--- src/acmp_pkg.sv ---
// Package: register map, field positions, reset values and carrier types of the comparator control block
package acmp_pkg;

  // Register byte offsets on the APB
  localparam logic [7:0] CTRL_OFFSET = 8'h00;
  localparam logic [7:0] STATUS_OFFSET = 8'h04;
  localparam logic [7:0] MASK_OFFSET = 8'h08;

  // Control register field positions
  localparam int ENABLE_BIT = 15;
  localparam int OUT_PIN_EN_BIT = 14;
  localparam int INVERT_BIT = 13;
  localparam int RESULT_BIT = 8;
  localparam int EDGE_SEL_HI = 7;
  localparam int EDGE_SEL_LO = 6;
  localparam int POS_SEL_BIT = 4;
  localparam int NEG_SEL_HI = 1;
  localparam int NEG_SEL_LO = 0;

  // Writable bits of the control register
  localparam logic [31:0] CTRL_WRITE_MASK = 32'h0000_E0D3;

  // Reset values of the writable fields
  localparam logic CTRL_ENABLE_RST = 1'b0;
  localparam logic CTRL_OUT_PIN_EN_RST = 1'b0;
  localparam logic CTRL_INVERT_RST = 1'b0;
  localparam logic [1:0] CTRL_EDGE_SEL_RST = 2'b11;
  localparam logic CTRL_POS_SEL_RST = 1'b0;
  localparam logic [1:0] CTRL_NEG_SEL_RST = 2'b11;
  localparam logic [1:0] MASK_RST = 2'b00;

  // Event edge selection codes
  typedef enum logic [1:0] {
    EDGE_NONE = 2'b00,
    EDGE_RISE = 2'b01,
    EDGE_FALL = 2'b10,
    EDGE_BOTH = 2'b11
  } edge_sel_t;

  // Negative input routing codes
  typedef enum logic [1:0] {
    NEG_PIN_B = 2'b00,
    NEG_PIN_C = 2'b01,
    NEG_PIN_D = 2'b10,
    NEG_PRECISION = 2'b11
  } neg_sel_t;

  // Status bit positions: bit 0 edge event, bit 1 enable-drop event
  localparam int STAT_EDGE_BIT = 0;
  localparam int STAT_OFF_BIT = 1;

  // Control fields carried together
  typedef struct packed {
    logic enable;
    logic out_pin_en;
    logic invert;
    edge_sel_t edge_sel;
    logic pos_sel;
    neg_sel_t neg_sel;
  } ctrl_t;

  // Signals sent to the analog core
  typedef struct packed {
    logic enable;
    logic pos_sel;
    neg_sel_t neg_sel;
  } analog_cfg_t;

  // Control reset value as one constant
  localparam ctrl_t CTRL_RST = '{enable: CTRL_ENABLE_RST, out_pin_en: CTRL_OUT_PIN_EN_RST,
    invert: CTRL_INVERT_RST, edge_sel: edge_sel_t'(CTRL_EDGE_SEL_RST), pos_sel: CTRL_POS_SEL_RST,
    neg_sel: neg_sel_t'(CTRL_NEG_SEL_RST)};

endpackage

--- src/acmp_sync.sv ---
// Two-flop synchroniser for the asynchronous comparator output
`timescale 1ns/1ps
module acmp_sync (
  input wire logic i_clk,
  input wire logic i_rst,
  input wire logic i_async,
  output logic o_sync
);
  logic meta_reg; // First stage, read only by the second
  logic sync_reg; // Second stage
  logic meta_next;
  logic sync_next;

  // Next values
  always_comb begin
    meta_next = i_async;
    sync_next = meta_reg;
  end

  // Register both stages
  always_ff @(posedge i_clk or posedge i_rst) begin
    if (i_rst) begin
      meta_reg <= 1'b0;
      sync_reg <= 1'b0;
    end else begin
      meta_reg <= meta_next;
      sync_reg <= sync_next;
    end
  end

  assign o_sync = sync_reg;
endmodule

--- src/acmp_edge.sv ---
// Edge detector that turns the polarity-adjusted result into one event pulse
`timescale 1ns/1ps
module acmp_edge (
  input wire logic i_clk,
  input wire logic i_rst,
  input wire logic i_level,
  input wire acmp_pkg::edge_sel_t i_edge_sel,
  output logic o_event
);
  import acmp_pkg::*;

  logic prev_reg; // Level seen last cycle
  logic prev_next;
  logic rise;
  logic fall;

  // Next value and edge decode
  always_comb begin
    prev_next = i_level;
    rise = i_level & ~prev_reg;
    fall = ~i_level & prev_reg;
    unique case (i_edge_sel)
      EDGE_NONE: o_event = 1'b0;
      EDGE_RISE: o_event = rise;
      EDGE_FALL: o_event = fall;
      EDGE_BOTH: o_event = rise | fall;
    endcase
  end

  // Register last level
  always_ff @(posedge i_clk or posedge i_rst) begin
    if (i_rst) begin
      prev_reg <= 1'b0;
    end else begin
      prev_reg <= prev_next;
    end
  end
endmodule

--- src/acmp_ctrl.sv ---
// Comparator control block: APB registers, pin drive, polarity, event and interrupt logic
`timescale 1ns/1ps

//
// Operation
// - Enable set turns comparator on, others kept
// - Enable clear turns comparator off, others kept
// - Output enable drives result onto pin while comparator is on
// - Invert bit flips comparator output
// - Inversion also feeds the event generator
// - Status bit shows current result, resets zero
// - Edge select: both, falling, rising, or none
// - Positive select: reference or pin A
// - Negative select: precision ref, D, C, B
// - Unimplemented bits read zero, ignore writes
module acmp_ctrl (
  input wire logic i_clk,
  input wire logic i_rst,
  // APB slave
  input wire logic i_psel,
  input wire logic i_penable,
  input wire logic i_pwrite,
  input wire logic [7:0] i_paddr,
  input wire logic [31:0] i_pwdata,
  output logic [31:0] o_prdata,
  output logic o_pready,
  output logic o_pslverr,
  // Analog core
  input wire logic i_raw_result,
  output acmp_pkg::analog_cfg_t o_analog_cfg,
  // Output pin data and enable; enable active low
  output logic o_result_pin_out,
  output logic o_result_pin_oe_n,
  // Interrupt
  output logic o_irq
);
  import acmp_pkg::*;

  ctrl_t ctrl_reg; // Control fields
  ctrl_t ctrl_next;
  logic [1:0] stat_reg; // Sticky events
  logic [1:0] stat_next;
  logic [1:0] mask_reg; // Interrupt mask
  logic [1:0] mask_next;
  logic [31:0] rdata_reg; // Read data
  logic [31:0] rdata_next;
  logic pin_reg; // Pin output data
  logic pin_next;
  logic oe_n_reg; // Pin enable, low drives
  logic oe_n_next;
  logic result_sync; // Synchronised raw result
  logic result_pol; // Result after polarity
  logic edge_event; // One-cycle edge pulse
  logic access; // APB access phase
  logic wr_ctrl;
  logic wr_mask;
  logic rd_stat;
  logic addr_ok;

  // Pack the control register into its bus word
  function automatic logic [31:0] ctrl_word(input ctrl_t c, input logic res);
    logic [31:0] w;
    w = 32'h0000_0000;
    w[ENABLE_BIT] = c.enable;
    w[OUT_PIN_EN_BIT] = c.out_pin_en;
    w[INVERT_BIT] = c.invert;
    w[RESULT_BIT] = res;
    w[EDGE_SEL_HI:EDGE_SEL_LO] = c.edge_sel;
    w[POS_SEL_BIT] = c.pos_sel;
    w[NEG_SEL_HI:NEG_SEL_LO] = c.neg_sel;
    return w;
  endfunction

  // Synchronise the asynchronous result
  acmp_sync u_sync (
    .i_clk(i_clk),
    .i_rst(i_rst),
    .i_async(i_raw_result),
    .o_sync(result_sync)
  );

  // Polarity; a disabled comparator reads as 0
  assign result_pol = ctrl_reg.enable & (result_sync ^ ctrl_reg.invert);

  // Edge detection on the polarity-adjusted level
  acmp_edge u_edge (
    .i_clk(i_clk),
    .i_rst(i_rst),
    .i_level(result_pol),
    .i_edge_sel(ctrl_reg.edge_sel),
    .o_event(edge_event)
  );

  // Bus decode; always ready, no wait states
  always_comb begin
    access = i_psel & i_penable;
    addr_ok = (i_paddr == CTRL_OFFSET) | (i_paddr == STATUS_OFFSET) | (i_paddr == MASK_OFFSET);
    wr_ctrl = access & i_pwrite & (i_paddr == CTRL_OFFSET);
    wr_mask = access & i_pwrite & (i_paddr == MASK_OFFSET);
    rd_stat = access & ~i_pwrite & (i_paddr == STATUS_OFFSET);
  end

  assign o_pready = 1'b1;
  assign o_pslverr = access & ~addr_ok;

  // Register next values
  always_comb begin
    ctrl_next = ctrl_reg;
    mask_next = mask_reg;
    stat_next = stat_reg;
    rdata_next = rdata_reg;
    // Control write touches only writable fields
    if (wr_ctrl) begin
      ctrl_next.enable = i_pwdata[ENABLE_BIT];
      ctrl_next.out_pin_en = i_pwdata[OUT_PIN_EN_BIT];
      ctrl_next.invert = i_pwdata[INVERT_BIT];
      ctrl_next.edge_sel = edge_sel_t'(i_pwdata[EDGE_SEL_HI:EDGE_SEL_LO]);
      ctrl_next.pos_sel = i_pwdata[POS_SEL_BIT];
      ctrl_next.neg_sel = neg_sel_t'(i_pwdata[NEG_SEL_HI:NEG_SEL_LO]);
    end
    // Mask write
    if (wr_mask) begin
      mask_next = i_pwdata[1:0];
    end
    // Read of status clears only the bits it reported; a new event in the same cycle wins
    // An event that lands after the setup capture stays for the next read
    if (rd_stat) begin
      stat_next = stat_reg & ~rdata_reg[1:0];
    end
    if (edge_event) begin
      stat_next[STAT_EDGE_BIT] = 1'b1;
    end
    if (wr_ctrl & ctrl_reg.enable & ~i_pwdata[ENABLE_BIT]) begin
      stat_next[STAT_OFF_BIT] = 1'b1;
    end
    // Read data captured in setup phase, presented in access phase
    if (i_psel & ~i_penable & ~i_pwrite) begin
      unique case (i_paddr)
        CTRL_OFFSET: rdata_next = ctrl_word(ctrl_reg, result_pol);
        STATUS_OFFSET: rdata_next = {30'h0000_0000, stat_reg};
        MASK_OFFSET: rdata_next = {30'h0000_0000, mask_reg};
        default: rdata_next = 32'h0000_0000;
      endcase
    end
  end

  // Register updates
  always_ff @(posedge i_clk or posedge i_rst) begin
    if (i_rst) begin
      ctrl_reg <= CTRL_RST;
      mask_reg <= MASK_RST;
      stat_reg <= 2'b00;
      rdata_reg <= 32'h0000_0000;
    end else begin
      ctrl_reg <= ctrl_next;
      mask_reg <= mask_next;
      stat_reg <= stat_next;
      rdata_reg <= rdata_next;
    end
  end

  // Read data from the flop loaded in the setup cycle
  assign o_prdata = rdata_reg;

  // Pin drive: data and enable registered
  always_comb begin
    pin_next = result_pol & ctrl_reg.out_pin_en;
    oe_n_next = ~(ctrl_reg.out_pin_en & ctrl_reg.enable);
  end

  // Register pin
  always_ff @(posedge i_clk or posedge i_rst) begin
    if (i_rst) begin
      pin_reg <= 1'b0;
      oe_n_reg <= 1'b1;
    end else begin
      pin_reg <= pin_next;
      oe_n_reg <= oe_n_next;
    end
  end

  assign o_result_pin_out = pin_reg;
  assign o_result_pin_oe_n = oe_n_reg;

  // Analog configuration straight from control flops
  assign o_analog_cfg.enable = ctrl_reg.enable;
  assign o_analog_cfg.pos_sel = ctrl_reg.pos_sel;
  assign o_analog_cfg.neg_sel = ctrl_reg.neg_sel;

  // Level interrupt from unmasked sticky bits
  assign o_irq = |(stat_reg & mask_reg);

  // Assertions
  property p_enable_write;
    @(posedge i_clk) disable iff (i_rst)
    wr_ctrl |=> (o_analog_cfg.enable == $past(i_pwdata[ENABLE_BIT]));
  endproperty
  a_enable_write: assert property (p_enable_write) else $error("enable not taken");

  property p_disable_keeps;
    @(posedge i_clk) disable iff (i_rst)
    (wr_ctrl && !i_pwdata[ENABLE_BIT]) |=> (!o_analog_cfg.enable && ctrl_reg.invert == $past(i_pwdata[INVERT_BIT]));
  endproperty
  a_disable_keeps: assert property (p_disable_keeps) else $error("disable wrong");

  property p_pin_drive;
    @(posedge i_clk) disable iff (i_rst)
    (ctrl_reg.out_pin_en && ctrl_reg.enable) |=> (!o_result_pin_oe_n && o_result_pin_out == $past(result_pol));
  endproperty
  a_pin_drive: assert property (p_pin_drive) else $error("pin not driven");

  property p_pin_off;
    @(posedge i_clk) disable iff (i_rst)
    !ctrl_reg.out_pin_en |=> (o_result_pin_oe_n && !o_result_pin_out);
  endproperty
  a_pin_off: assert property (p_pin_off) else $error("pin driven when off");

  property p_invert;
    @(posedge i_clk) disable iff (i_rst)
    ctrl_reg.enable |-> (result_pol == ($past(i_raw_result, 2) ^ ctrl_reg.invert));
  endproperty
  a_invert: assert property (p_invert) else $error("polarity wrong");

  property p_rise_event;
    @(posedge i_clk) disable iff (i_rst)
    (ctrl_reg.edge_sel == EDGE_RISE && $stable(ctrl_reg.edge_sel) && $rose(result_pol)) |=> stat_reg[STAT_EDGE_BIT];
  endproperty
  a_rise_event: assert property (p_rise_event) else $error("rise lost");

  property p_no_event;
    @(posedge i_clk) disable iff (i_rst)
    (ctrl_reg.edge_sel == EDGE_NONE) |-> !edge_event;
  endproperty
  a_no_event: assert property (p_no_event) else $error("event while disabled");

  property p_fall_only;
    @(posedge i_clk) disable iff (i_rst)
    (ctrl_reg.edge_sel == EDGE_FALL && edge_event) |-> ($past(result_pol) && !result_pol);
  endproperty
  a_fall_only: assert property (p_fall_only) else $error("wrong edge");

  property p_reserved_zero;
    @(posedge i_clk) disable iff (i_rst)
    (access && !i_pwrite && i_paddr == CTRL_OFFSET) |-> ((o_prdata & ~CTRL_WRITE_MASK & ~32'h0000_0100) == 32'h0000_0000);
  endproperty
  a_reserved_zero: assert property (p_reserved_zero) else $error("reserved bits set");

  property p_sync_delay;
    @(posedge i_clk) disable iff (i_rst)
    $rose(i_raw_result) ##1 i_raw_result ##1 i_raw_result |-> result_sync;
  endproperty
  a_sync_delay: assert property (p_sync_delay) else $error("sync delay wrong");

  property p_status_result;
    @(posedge i_clk) disable iff (i_rst)
    (i_psel && !i_penable && !i_pwrite && i_paddr == CTRL_OFFSET) |=> (o_prdata[RESULT_BIT] == $past(result_pol));
  endproperty
  a_status_result: assert property (p_status_result) else $error("result bit wrong");

  // Event flag, disable flag, field, pin and routing checks
  property p_event_sets;
    @(posedge i_clk) disable iff (i_rst)
    edge_event |=> stat_reg[STAT_EDGE_BIT];
  endproperty
  a_event_sets: assert property (p_event_sets) else $error("event flag not set");

  property p_read_clears;
    @(posedge i_clk) disable iff (i_rst)
    (rd_stat && !edge_event && rdata_reg[STAT_EDGE_BIT]) |=> !stat_reg[STAT_EDGE_BIT];
  endproperty
  a_read_clears: assert property (p_read_clears) else $error("event flag not cleared by read");

  property p_off_event;
    @(posedge i_clk) disable iff (i_rst)
    (wr_ctrl && ctrl_reg.enable && !i_pwdata[ENABLE_BIT]) |=> stat_reg[STAT_OFF_BIT];
  endproperty
  a_off_event: assert property (p_off_event) else $error("disable flag not set");

  property p_write_fields;
    @(posedge i_clk) disable iff (i_rst)
    wr_ctrl |=> (ctrl_word(ctrl_reg, 1'b0) == ($past(i_pwdata) & CTRL_WRITE_MASK));
  endproperty
  a_write_fields: assert property (p_write_fields) else $error("reserved bits stored");

  property p_off_pin;
    @(posedge i_clk) disable iff (i_rst)
    !ctrl_reg.enable |=> o_result_pin_oe_n;
  endproperty
  a_off_pin: assert property (p_off_pin) else $error("pin driven while off");

  property p_route;
    @(posedge i_clk) disable iff (i_rst)
    wr_ctrl |=> (o_analog_cfg.neg_sel == $past(i_pwdata[NEG_SEL_HI:NEG_SEL_LO]) &&
      o_analog_cfg.pos_sel == $past(i_pwdata[POS_SEL_BIT]));
  endproperty
  a_route: assert property (p_route) else $error("input routing wrong");

  c_enable: cover property (@(posedge i_clk) disable iff (i_rst) $rose(o_analog_cfg.enable));
  c_irq: cover property (@(posedge i_clk) disable iff (i_rst) $rose(o_irq));
  c_both: cover property (@(posedge i_clk) disable iff (i_rst) edge_event && ctrl_reg.edge_sel == EDGE_BOTH);
  c_race: cover property (@(posedge i_clk) disable iff (i_rst) rd_stat && edge_event);
endmodule

--- config.mk ---
export PLATFORM = sky130hd
export DESIGN_NAME = acmp_ctrl
export DESIGN_NICKNAME = d
export VERILOG_FILES = /design/src/acmp_pkg.sv /design/src/acmp_sync.sv /design/src/acmp_edge.sv /design/src/acmp_ctrl.sv
export SDC_FILE = /design/constraint.sdc
export NUM_CORES = 1
export LEC_CHECK = 0
export ABC_CLOCK_PERIOD_IN_PS = 1370
export BUFFER_PORTS_ARGS = -buffer_cell sky130_fd_sc_hd__buf_2
export CAP_MARGIN = 20
export CORE_AREA = 2 2 76 56
export CTS_BUF_LIST = sky130_fd_sc_hd__clkbuf_4 sky130_fd_sc_hd__clkbuf_8 sky130_fd_sc_hd__clkbuf_16
export CTS_CLUSTER_SIZE = 8
export DETAILED_ROUTE_END_ITERATION = 12
export DIE_AREA = 0 0 78 58
export PLACE_DENSITY = 0.71
export SLEW_MARGIN = 10
export SYNTH_ARGS = -nofsm -noshare
export SYNTH_HDL_FRONTEND = slang
export SYNTH_HIERARCHICAL = 1
export SYNTH_SLANG_ARGS = --single-unit
export TNS_END_PERCENT = 50
--- constraint.sdc ---
create_clock -name i_clk -period 1.37 [get_ports i_clk]
set_input_delay 0.0685 -clock i_clk [delete_from_list [all_inputs] [get_ports i_clk]]
set_output_delay 0.0685 -clock i_clk [all_outputs]
set_load 0.005 [all_outputs]
# Word-level counts from Yosys, hierarchy flattened
# Cells that the tools add are included.
# word_totals
reg_bits,49
inputBits,46
# op_classes
eq_ne,5
n_mux,5
n_bitwise,30
n_reduce_logical,5
# op_table
cell,count
$pmux W16 S3,1
$and A1 B1 Y1,16
$eq A8 B3 Y1 const B,1
$eq A8 B4 Y1 const B,1
$logic_not A8 Y1,1
$not A1 Y1,7
$and A2 B2 Y2,2
$eq A2 B2 Y1 const B,2
$pmux W1 S4,1
$reduce_bool A2 Y1,2
$or A1 B1 Y1,3
$eq A2 B1 Y1 const B,1
$logic_not A2 Y1,1
$mux W1,2
$mux W2,1
$not A2 Y2,1
$reduce_or A2 Y1,1
$xor A1 B1 Y1,1

# Depth between registers and ports, before layout
# Gate-level depths: netlist of run 1.
# logic_depth
word_depth,7
ltp_mapped,9
mapped_depth_nobuf,9

# Hierarchy
# Netlist of run 1, hierarchy kept.
# modules_own_cells
mod,instances,cells_each,area_per_inst_um2,seq_area_each_um2
acmp_ctrl,1,113,1249.9,581.8
acmp_edge,1,11,87.6,25.0
acmp_sync,1,3,53.8,50.0

# Least setup slack after synthesis of run 1
# OpenSTA, ideal clock, no wires.
# synth_timing
path_type,register -> register
start,register ctrl_reg[5] (netlist bit)
end,register stat_reg[0]
arrival_time_ns,1.325
required_ns,1.242
slack_ns,-0.083
stages_incl_launch_ff,10
path_buffers,0
synth_period_minus_slack_ns,1.453
path_cell_list,dfrtp_1 xor2_1 nand2_1 inv_1 inv_1 ha_1 nor2b_1 o21ai_1 o21ai_1 nand2b_1
# synth_between
elab_chain_cells,7
# synth_lines
element,line,text
from (decl),acmp_ctrl.sv:39,ctrl_t ctrl_reg;
from (signal assigned),acmp_ctrl.sv:155,ctrl_reg <= ctrl_next;
$xor A1 B1 Y1 *,acmp_ctrl.sv:83,assign result_pol = ctrl_reg.enable & (result_sync ^ ctrl_reg.invert);
$and A1 B1 Y1 *,acmp_ctrl.sv:83,
net result_pol,acmp_ctrl.sv:52,logic result_pol;
$not A1 Y1,acmp_edge.sv:21,fall = ~i_level & prev_reg;
$and A1 B1 Y1,acmp_edge.sv:21,
$or A1 B1 Y1,acmp_edge.sv:26,EDGE_BOTH: o_event = rise | fall;
$pmux W1 S4 *,acmp_edge.sv:22,unique case (i_edge_sel)
net edge_event,acmp_ctrl.sv:53,logic edge_event;
$mux W1 or $reduce_bool A2 Y1 (tied branches),n/a,
to (signal assigned),acmp_ctrl.sv:157,stat_reg <= stat_next;
to (decl),acmp_ctrl.sv:41,logic [1:0] stat_reg;
# The timed path passes the listed nets; every way through them passes the cells marked *.
# A chain may end at the register's enable or synchronous reset.

# Worst setup path after layout of run 1
# layout_timing
start,register u_sync.sync_reg (netlist: u_sync/o_sync)
end,register stat_reg[0]
# layout_between
elab_chain_cells,7
# layout_lines
element,line,text
from (decl),acmp_sync.sv:10,logic sync_reg;
from (signal assigned),acmp_sync.sv:27,sync_reg <= sync_next;
$xor A1 B1 Y1 *,acmp_ctrl.sv:83,
$and A1 B1 Y1 *,acmp_ctrl.sv:83,
net result_pol,acmp_ctrl.sv:52,
$not A1 Y1,acmp_edge.sv:21,
$and A1 B1 Y1,acmp_edge.sv:21,
$or A1 B1 Y1,acmp_edge.sv:26,
$pmux W1 S4 *,acmp_edge.sv:22,
net edge_event,acmp_ctrl.sv:53,
$mux W1 or $reduce_bool A2 Y1 (tied branches),n/a,
# Marked as above.

==> results.md, run 1 <==
- The maximum operating frequency is 0.661 GHz.
- The via count normalized by instance count is around 4.4.
- The number of hold-slack violations in the final timing report was 0.
- Between clock sinks in the finished design, the worst skew comes to 1.37 ps.
- The via count of the first global-routing pass is 960.
- The biggest fanout along the worst timing path is 3.
- Ranked by total cell area, the synthesized netlist is headed by dfrtp_1 (38%), buf_4 (15%), dfstp_2 (9.4%).
- The highest-delay cell along the critical path is dfrtp_1.
- In the final routed layout, each cell accounts on average for 11.5 µm.
- The clock-pin slew on the worst setup and hold paths is 80 ps.
- The final antenna-violating net count is 0.
- The total global-route track usage is 12.2%.
- The top-area cell type share of the netlist area is 37.8%.
- The topmost layer with routed signal wires is met3.
- The post-layout utilization of the core is a little under half.
- Clock latency on the worst-skew pair, taken at its later pin, is 270 ps.
- The clock root buffer is clkbuf_8.
- The height of the chip is 58 µm.
- Once the floorplan was initialized, standard cells occupied between 30 and 40% of the core.
- For the finished layout, the period the worst path requires is 1510 ps.
- TritonCTS built the clock tree.
- The min-delay analysis places its worst path in the category in -> reg.
- The relative area change from synthesis to final layout is 25.7%.
- After the last flow step, the layout net total stands at 229.
- The main flop type after synthesis is dfrtp_1.
- The setup slack after layout is -143 ps.
- The largest stage delay on the critical path is around 380 ps.
- Data on the critical path is required at its endpoint by 1520 ps.
- In this run the horizontal extent of the chip is 78 µm.
- The multi-input logic area is 599 µm².
- The die area is 4520 µm².
- Pin placement for this block handled 87 I/O pins.
- The arrival time of data at the critical path endpoint is 1660 ps.
- The total clock sinks is 26.
- The wire length on met1 is 1.24 mm.
- After floorplanning, the core was divided into 19 placement rows.
- Summed over all nets, wire length on met3 after detailed routing comes to 241 µm.
- The setup violation total in the final timing report is 2.
- The total overflow left after global routing is 0.
- Detailed placement ended at an HPWL of 2.07 mm.
- The pre-antenna-repair detailed-routing pass consisted of 4 iterations.
- The final max-slew violation count is 0.
- The placeable core region is 3800 µm².
- CTS built an H-tree with a depth of 1.
- Input and output buffers added on the ports amount to 38.
- The area of the mapped netlist is 1390 µm².
- The synthesized design contains 26 register bits.
- The total vias in the final route is a little over 1000.
- The cell count after synthesis came out at about 130.
- The worst setup path is captured at a flop.
- The power density normalized to cell area is approximately 800 nW/µm².
- The run finished, with violations left.
- STA classifies the critical path startpoint as a flop.
- Cells with a size suffix above 1 make up 46.1% of the layout.
- The final RePlAce weighted congestion is 0.800.
- The filler cell count in the final layout is between 300 and 400.
- The kind of critical path is reg -> reg.
- The register with the most flip-flops in the layout has 9 of them.
- The number of enable flip-flop cells after synthesis is 0.
- The number of clock buffers added by TritonCTS is 3.
- The number of antenna violations at the first check in global routing is 0.
- The worst voltage drop across the vdd grid is roughly 0.55 mV.
- The leakage power total is 0.926 nW.
- The first routing iteration left 18 violations.
- The DRC violation count after routing is 0.
- Registers take 657 µm².
- Synthesis instantiated 30 different standard cells from the library.
- Entering global routing, the biggest net connects 15 pins.
- The average footprint of a synthesized cell is between 10 and 15 µm².
- In the final timing run, aggregate negative setup slack is -201 ps.
- The number of warning messages in the yosys log is 6.
- Walking the worst path, the cells encountered are xor2_1 > nand2_1 > inv_2 > inv_2 > ha_4 > nor2b_2 > o21ai_1 > o21ai_1 > nand2b_1.
- The global-route wire length before repair is about 4.3 mm.
- The final reports fail on negative setup slack.
- The number of maximum-capacitance constraint violations is 0.
- The worst path uses 110% of the clock period.
- dfrtp_1 takes more of the synthesized area than any other cell.
- The wire length on met2 is roughly 1.2 mm.
- The maximum number of buffers from clock root to sink is 2.
- The number of antenna diodes in the final layout is 0.
- Sequential cells were found to cover 47.2% of the synthesized design area.
- The routed design has 2.67 mm of wire.
- The post-synthesis async set-or-reset flop share is 100%.
- Setup repair after global routing could not meet its margin everywhere.
## per-layer routing
metal / up-vias / track usage (%)
met5: - / 0
met4: 0 / 2.26
met3: 0 / 4.05
met2: 47 / 20.2
met1: 479 / 16.1
li1: 499 / -
## power breakdown
part	leakage (nW)	switching, mW	internal [mW]
Sequential	0.340	0.00480	0.777
Combinational	0.557	0.0743	0.0648
Clock	0.0288	0.229	0.257
## cells in the final DEF, fill, tap and decap left out, types with 3 or more instances in the layout
| cell | count |
|---|---|
| buf_4 | 16 |
| nand2b_1 | 3 |
| a22o_1 | 7 |
| conb_1 | 24 |
| buf_2 | 38 |
| nor2b_1 | 3 |
| nand2_1 | 8 |
| o21ai_1 | 4 |
| inv_1 | 4 |
| dfrtp_1 | 21 |
| mux2_2 | 10 |
| dfstp_2 | 5 |
| clkbuf_8 | 4 |
## critical path, delay by kind of cell (launching register included)
family | cells | cell delay [ps]
xor gates and xnor gates | 1 | 180
DFF | 1 | 380
buffers and inverters | 2 | 130
adders and majority gates | 1 | 250
and+or+nand+nor | 3 | 280
AOI/OAI and AO/OA | 2 | 190
## repair_timing
item	4_1_cts	5_1_grt
resized for setup	0	2
hold endpoints to repair	10	0
endpoints found under the setup margin	1	2
cloned	0	0
setup buffers	3	1
hold buffers	2	0
pin swaps	1	1
## through the flow
stage	worst slack [ps]	instance area (µm²)	power [mW]	hold slack [ps]	instances
after floorplan	-31.2	1490	0.909	-203	149
after global placement	-114	1630	0.928	-70.1	222
after detailed placement	-162	1630	0.930	-67.4	222
after CTS	-123	1730	1.43	20.8	231
after global routing	-309	1750	1.49	13.9	232
final	-143	1750	1.41	29.8	232
## Yosys cell counts (2+ instances only)
cell type,count
nand4b_1,2
nor2b_1,4
mux2_2,10
clkbuf_1,2
a22o_1,7
and3_1,2
conb_1,2
nand4_1,2
nor2_1,2
o21ai_1,4
ha_1,2
dfrtp_1,21
mux2i_1,2
nand2b_1,3
dfstp_2,5
inv_1,6
buf_4,28
o41ai_1,3
nand2_1,8
a2bb2oi_1,2
## cell type report
cell class,instances,share of cell area [%]
Timing Repair Buffer,57,20.0
Multi-Input combinational cell,87,34.3
Sequential cell,26,37.6
Inverter,6,1.29
Clock buffer,4,3.15
Tap cell,52,3.72
## kinds of logic (layout without fill, tap and decap cells)
| logic type | Yosys count | count (layout) | synth area share, % |
|---|---|---|---|
| other cells | 2 | 24 | 0.540 |
| simple gates | 30 | 30 | 13.2 |
| flops | 26 | 26 | 47.2 |
| mux | 12 | 12 | 9.53 |
| fa+ha+maj | 2 | 2 | 1.80 |
| compound gates | 18 | 18 | 9.80 |
| xor+xnor | 1 | 1 | 0.630 |
| buf+inv | 36 | 67 | 17.3 |
## final timing paths
kind	startpoint	end	slack [ps]	cells after the start
max in group asynchronous	i_rst	o_result_pin_oe_n	510	4
max	u_sync/o_sync	stat_reg[0]	-140	9
min in group asynchronous	i_rst	u_edge/prev_reg	190	3
max reg2reg	u_sync/o_sync	stat_reg[0]	-140	9
min reg2reg	u_sync/meta_reg	u_sync/o_sync	370	0
min	i_pwdata[14]	ctrl_reg[6]	30	2
Power figures use the tool's default switching activity.
==> run 2, diff against run 1 <==
Settings changed: CORE_AREA 2 2 76 56 to 2 2 77 57, DIE_AREA 0 0 78 58 to 0 0 79 59, PLACE_DENSITY 0.71 to 0.7, SYNTH_HIERARCHICAL 1 to unset.
==> run 2 against run 1 <==
Against the previous run:
- the run still ends with negative setup slack left
- global-route usage increased by 0.26 points
- first-iteration DRC count rose by 78%
- clock power increased by 31%
- design area grew 6.0%
- worst hold slack lost 5.7 ps
- count of clock-buffer cells in the layout shrank 1
- routed wire length increased by 5.6%
- synthesized area increased by 1.9%
- core utilization rose by 2.2 points
- largest power group unchanged
==> results.md, run 2 <==
- The flow ran to the end, but the final reports show violations.
- The final reports fail on negative setup slack.
- The global-route wire length before repair is 4.46 mm (+3.4%).
- The clock latency reported for the late side of the worst-skew pair is 280 ps (about the same).
- The post-layout utilization of the core is 48.1% (+2.2 points).
- The final non-filler cell total was 233 (+0.43%).
- The number of levels the H-tree was split into was 1 (unchanged).
- The setup slack after layout came to -29.8 ps (+113 ps).
- The worst setup path is captured at a flop.
- The number of synthesized register bits came to 26 (unchanged).
- TritonCTS built the clock tree.
- The wire length on met2 is 1.31 mm (+9.4%).
- The highest-delay cell along the critical path is or4_4.
- The relative area change from synthesis to final layout is 30.8%.
- The number of warning messages in the yosys log is 0 (-6).
- In this design, the largest share of critical-path delay is due to simple AND/OR/NAND/NOR gates.
- The final critical delay including setup and external delays is 1400 ps (-113 ps).
- The biggest fanout along the worst timing path is 5 (+2).
- The count of unique library cells instantiated by Yosys came to 33 (+10%).
- The top-area cell type share of the netlist area came to 37.1% (-0.70 points).
- The final max-slew violation count is 0 (unchanged).
- The topmost layer with routed signal wires is met4.
- The share of the cycle needed by the critical path after routing is 102% (-8.3 points).
- The post-synthesis async set-or-reset flop share is 100% (unchanged).
- The met3 wire length came to 169 µm (-30%).
- The number of cell rows was 19 (unchanged).
- The library cells used most frequently in the layout, excluding fill and tap cells, are buf_2 (35), conb_1 (24), dfrtp_1 (21), buf_4 (21).
- The total grt overflow is 0 (unchanged).
- Setup repair after global routing could not meet its margin everywhere.
- The detailed placement HPWL is 2.12 mm (+2.7%).
- The setup violation total in the final timing report is 5 (+3).
- The placeable core region was 3850 µm² (+1.2%).
- The layout net count came to 230 (+0.44%).
- After synthesis, the most frequently instantiated cells are buf_4 (28), dfrtp_1 (21), nand2_1 (9).
- The number of instances in the synthesized netlist was 123 (-3.1%).
- The arrival time of data at the critical path endpoint is 1570 ps (-90 ps).
- For hold timing, the worst endpoint is ctrl_reg[6].
- The clock root buffer is clkbuf_8.
- The largest stage delay on the critical path was 530 ps (+150 ps).
- The number of CTS-inserted buffers is 3 (unchanged).
- The wire length per cell is 12.1 µm (+5.1%).
- The total clock sinks is 26 (unchanged).
- The critical path goes through buf_6 > or4_4 > or3b_4 > buf_6 > mux2_4.
- The startpoint identified for the worst hold timing path is i_pwdata[14].
- The nature of the critical path startpoint is a primary input.
- The die area was 4660 µm² (+3.0%).
- The final RePlAce weighted congestion is 0.769 (-4.0%).
- The average footprint of a synthesized cell was 11.5 µm² (+5.2%).
- The horizontal die dimension is 79 µm (+1.3%).
- The count of input and output buffers came to 38 (unchanged).
- The fraction of layout instances using a drive strength above 1 came to 50.8% (+4.7 points).
- The clock-pin slew on the worst setup and hold paths came to 90 ps (about the same).
- The leakage power total is 0.977 nW (+5.5%).
- The via count of the first global-routing pass is 911 (-5.1%).
- The largest net degree at the start of global routing is 27 (+12).
- The total routed wirelength is 2.82 mm (+5.6%).
- The cell accounting for the most synthesized area is dfrtp_1.
- The height of the chip is 59 µm (+1.7%).
- After synthesis, the cell types taking the most area are dfrtp_1 (37%), buf_4 (15%), dfstp_2 (9.3%).
- The number of antenna violations at the first check in global routing came to 0 (unchanged).
- The worst register-to-register path begins at ctrl_reg[5].
- The maximum number of buffers from clock root to sink is 2 (unchanged).
- The total iterations of the first detailed-routing run is 4 (unchanged).
- The via count normalized by instance count is 4.41 (-0.14%).
- The final antenna-violating net count is 0 (unchanged).
- The register-to-register setup slack is -20 ps (+120 ps).
- The maximum operating frequency is 0.714 GHz (+8.1%).
- The source of the critical timing path is i_paddr[3].
- The DRC marker count from the first detailed-route iteration is 32 (+14).
- The number of enable flip-flop cells after synthesis was 0 (unchanged).
- The combined buffer and inverter count along the critical path came to 2 (unchanged).
- The worst setup path is of the in -> reg kind.
- The initial standard-cell utilization of the core is 36.8% (+0.23 points).
- The power density normalized to cell area is 847 nW/µm² (+5.4%).
- The number of maximum-capacitance constraint violations is 0 (unchanged).
- The worst voltage drop across the vdd grid is 0.480 mV (-13%).
- The sequential-to-total area share from yosys stat is 46.3% (-0.88 points).
- The number of hold-slack violations in the final timing report was 0 (unchanged).
- The reg-to-reg critical path endpoint is stat_reg[0].
- The worst hold slack after final layout is 24.1 ps (-5.67 ps).
- The depth of the worst register-to-register path is 7 (-2).
- The number of cells traversed by the worst hold path is 2 (unchanged).
- In this run the worst hold path is classified as in -> reg.
- The total vias in the final route is 1028 (+0.29%).
- The I/O pin count is 87 (unchanged).
- The critical path data required time is 1540 ps (+20 ps).
- The worst clock skew on the final layout is 9.62 ps (+8.25 ps).
- The area of the mapped netlist is 1420 µm² (+1.9%).
- The wire length on met1 is 1.34 mm (+8.5%).
- The total global-route track usage is 12.5% (+0.26 points).
- The number of placed cells counting well taps is 221 (-0.45%).
- The leading cell type in the layout, fill and taps excluded is buf_2.
- Counting stages on the worst path, the most repeated cell is buf_6.
- The most frequent cell after synthesis is buf_4.
- The DRC violation count after routing was 0 (unchanged).
- The most used flip-flop cell after synthesis is dfrtp_1.
- The number of inserted diodes was 0 (unchanged).
- The flip-flop count of the largest register, all copies and words added was 9 (unchanged).
run 2: cell count changes after synthesis, moves of 2 or more:
cell / before / now
inv_1: 6 / 3
nand2b_1: 3 / 1
mux2_2: 10 / 2
o21ai_1: 4 / 0
buf_6: 0 / 2
nand4b_1: 2 / 0
nand3_1: 0 / 2
mux2_4: 0 / 8
o31ai_1: 0 / 2
run 2: how the worst max path moves through the flow:
stage | endpoint | slack [ps] | depth (start not counted)
floorplan | ctrl_reg[5] | -180 | 4
global placement | ctrl_reg[5] | -340 | 5
detailed placement | ctrl_reg[5] | -360 | 5
CTS | ctrl_reg[5] | -20 | 5
global route | stat_reg[0] | -140 | 7
finish | ctrl_reg[5] | -30 | 5
run 2: cell type report:
class,count,area (µm²)
Clock inverter,1,30.0
Sequential cell,26,657
Multi-Input combinational cell,85,641
Clock buffer,3,41.3
Timing Repair Buffer,63,409
Fill cell,374,2000
Tap cell,52,65.1
Inverter,3,11.3
run 2: what timing repair did:
item | CTS | global route
hold endpoints to repair | 22 | 0
setup buffers | 3 | 2
gates resized for setup | 4 | 12
pin swaps | 5 | 6
hold buffers | 2 | 0
gates cloned | 1 | 0
endpoints found under the setup margin | 9 | 9
run 2: where the power goes:
| part | internal, mW | leakage [nW] | switching, mW | total (mW) |
|---|---|---|---|---|
| clock | 0.391 | 0.0357 | 0.245 | 0.636 |
| combinational | 0.0766 | 0.606 | 0.0749 | 0.152 |
| sequential | 0.777 | 0.335 | 0.00584 | 0.783 |
run 2: cells by family after synthesis:
family / share of synthesized area [%]
buf+inv: 17.5
flops: 46.3
fa+ha+maj: 1.76
xor+xnor: 0.618
mux: 11.5
simple gates: 11.7
other cells: 0.530
compound gates: 10.2
run 2: stage by stage:
step	TNS [ps]	power (mW)	cell area [µm²]	setup slack (ps)
after detailed placement	-3220	0.932	1650	-360
after global placement	-2930	0.931	1650	-342
after global routing	-238	1.65	1850	-138
after floorplan	-1240	0.914	1500	-176
after CTS	-99.2	1.58	1780	-21.0
final	-127	1.57	1850	-29.8
run 2: per-layer routing:
metal  global-route usage [%]  vias to the layer above
met5                        0                        -
met4                     1.48                        0
met3                     3.81                        2
met2                     18.9                       36
met1                     18.3                      497
li1                         -                      493
run 2: worst register-to-register path, cell delays in order, from the launching register on:
cell,delay (ps)
dfrtp_1,420
xor2_2,190
nand2_2,120
inv_2,70
ha_4,140
nor2b_1,120
o21ai_1,120
o211ai_1,90
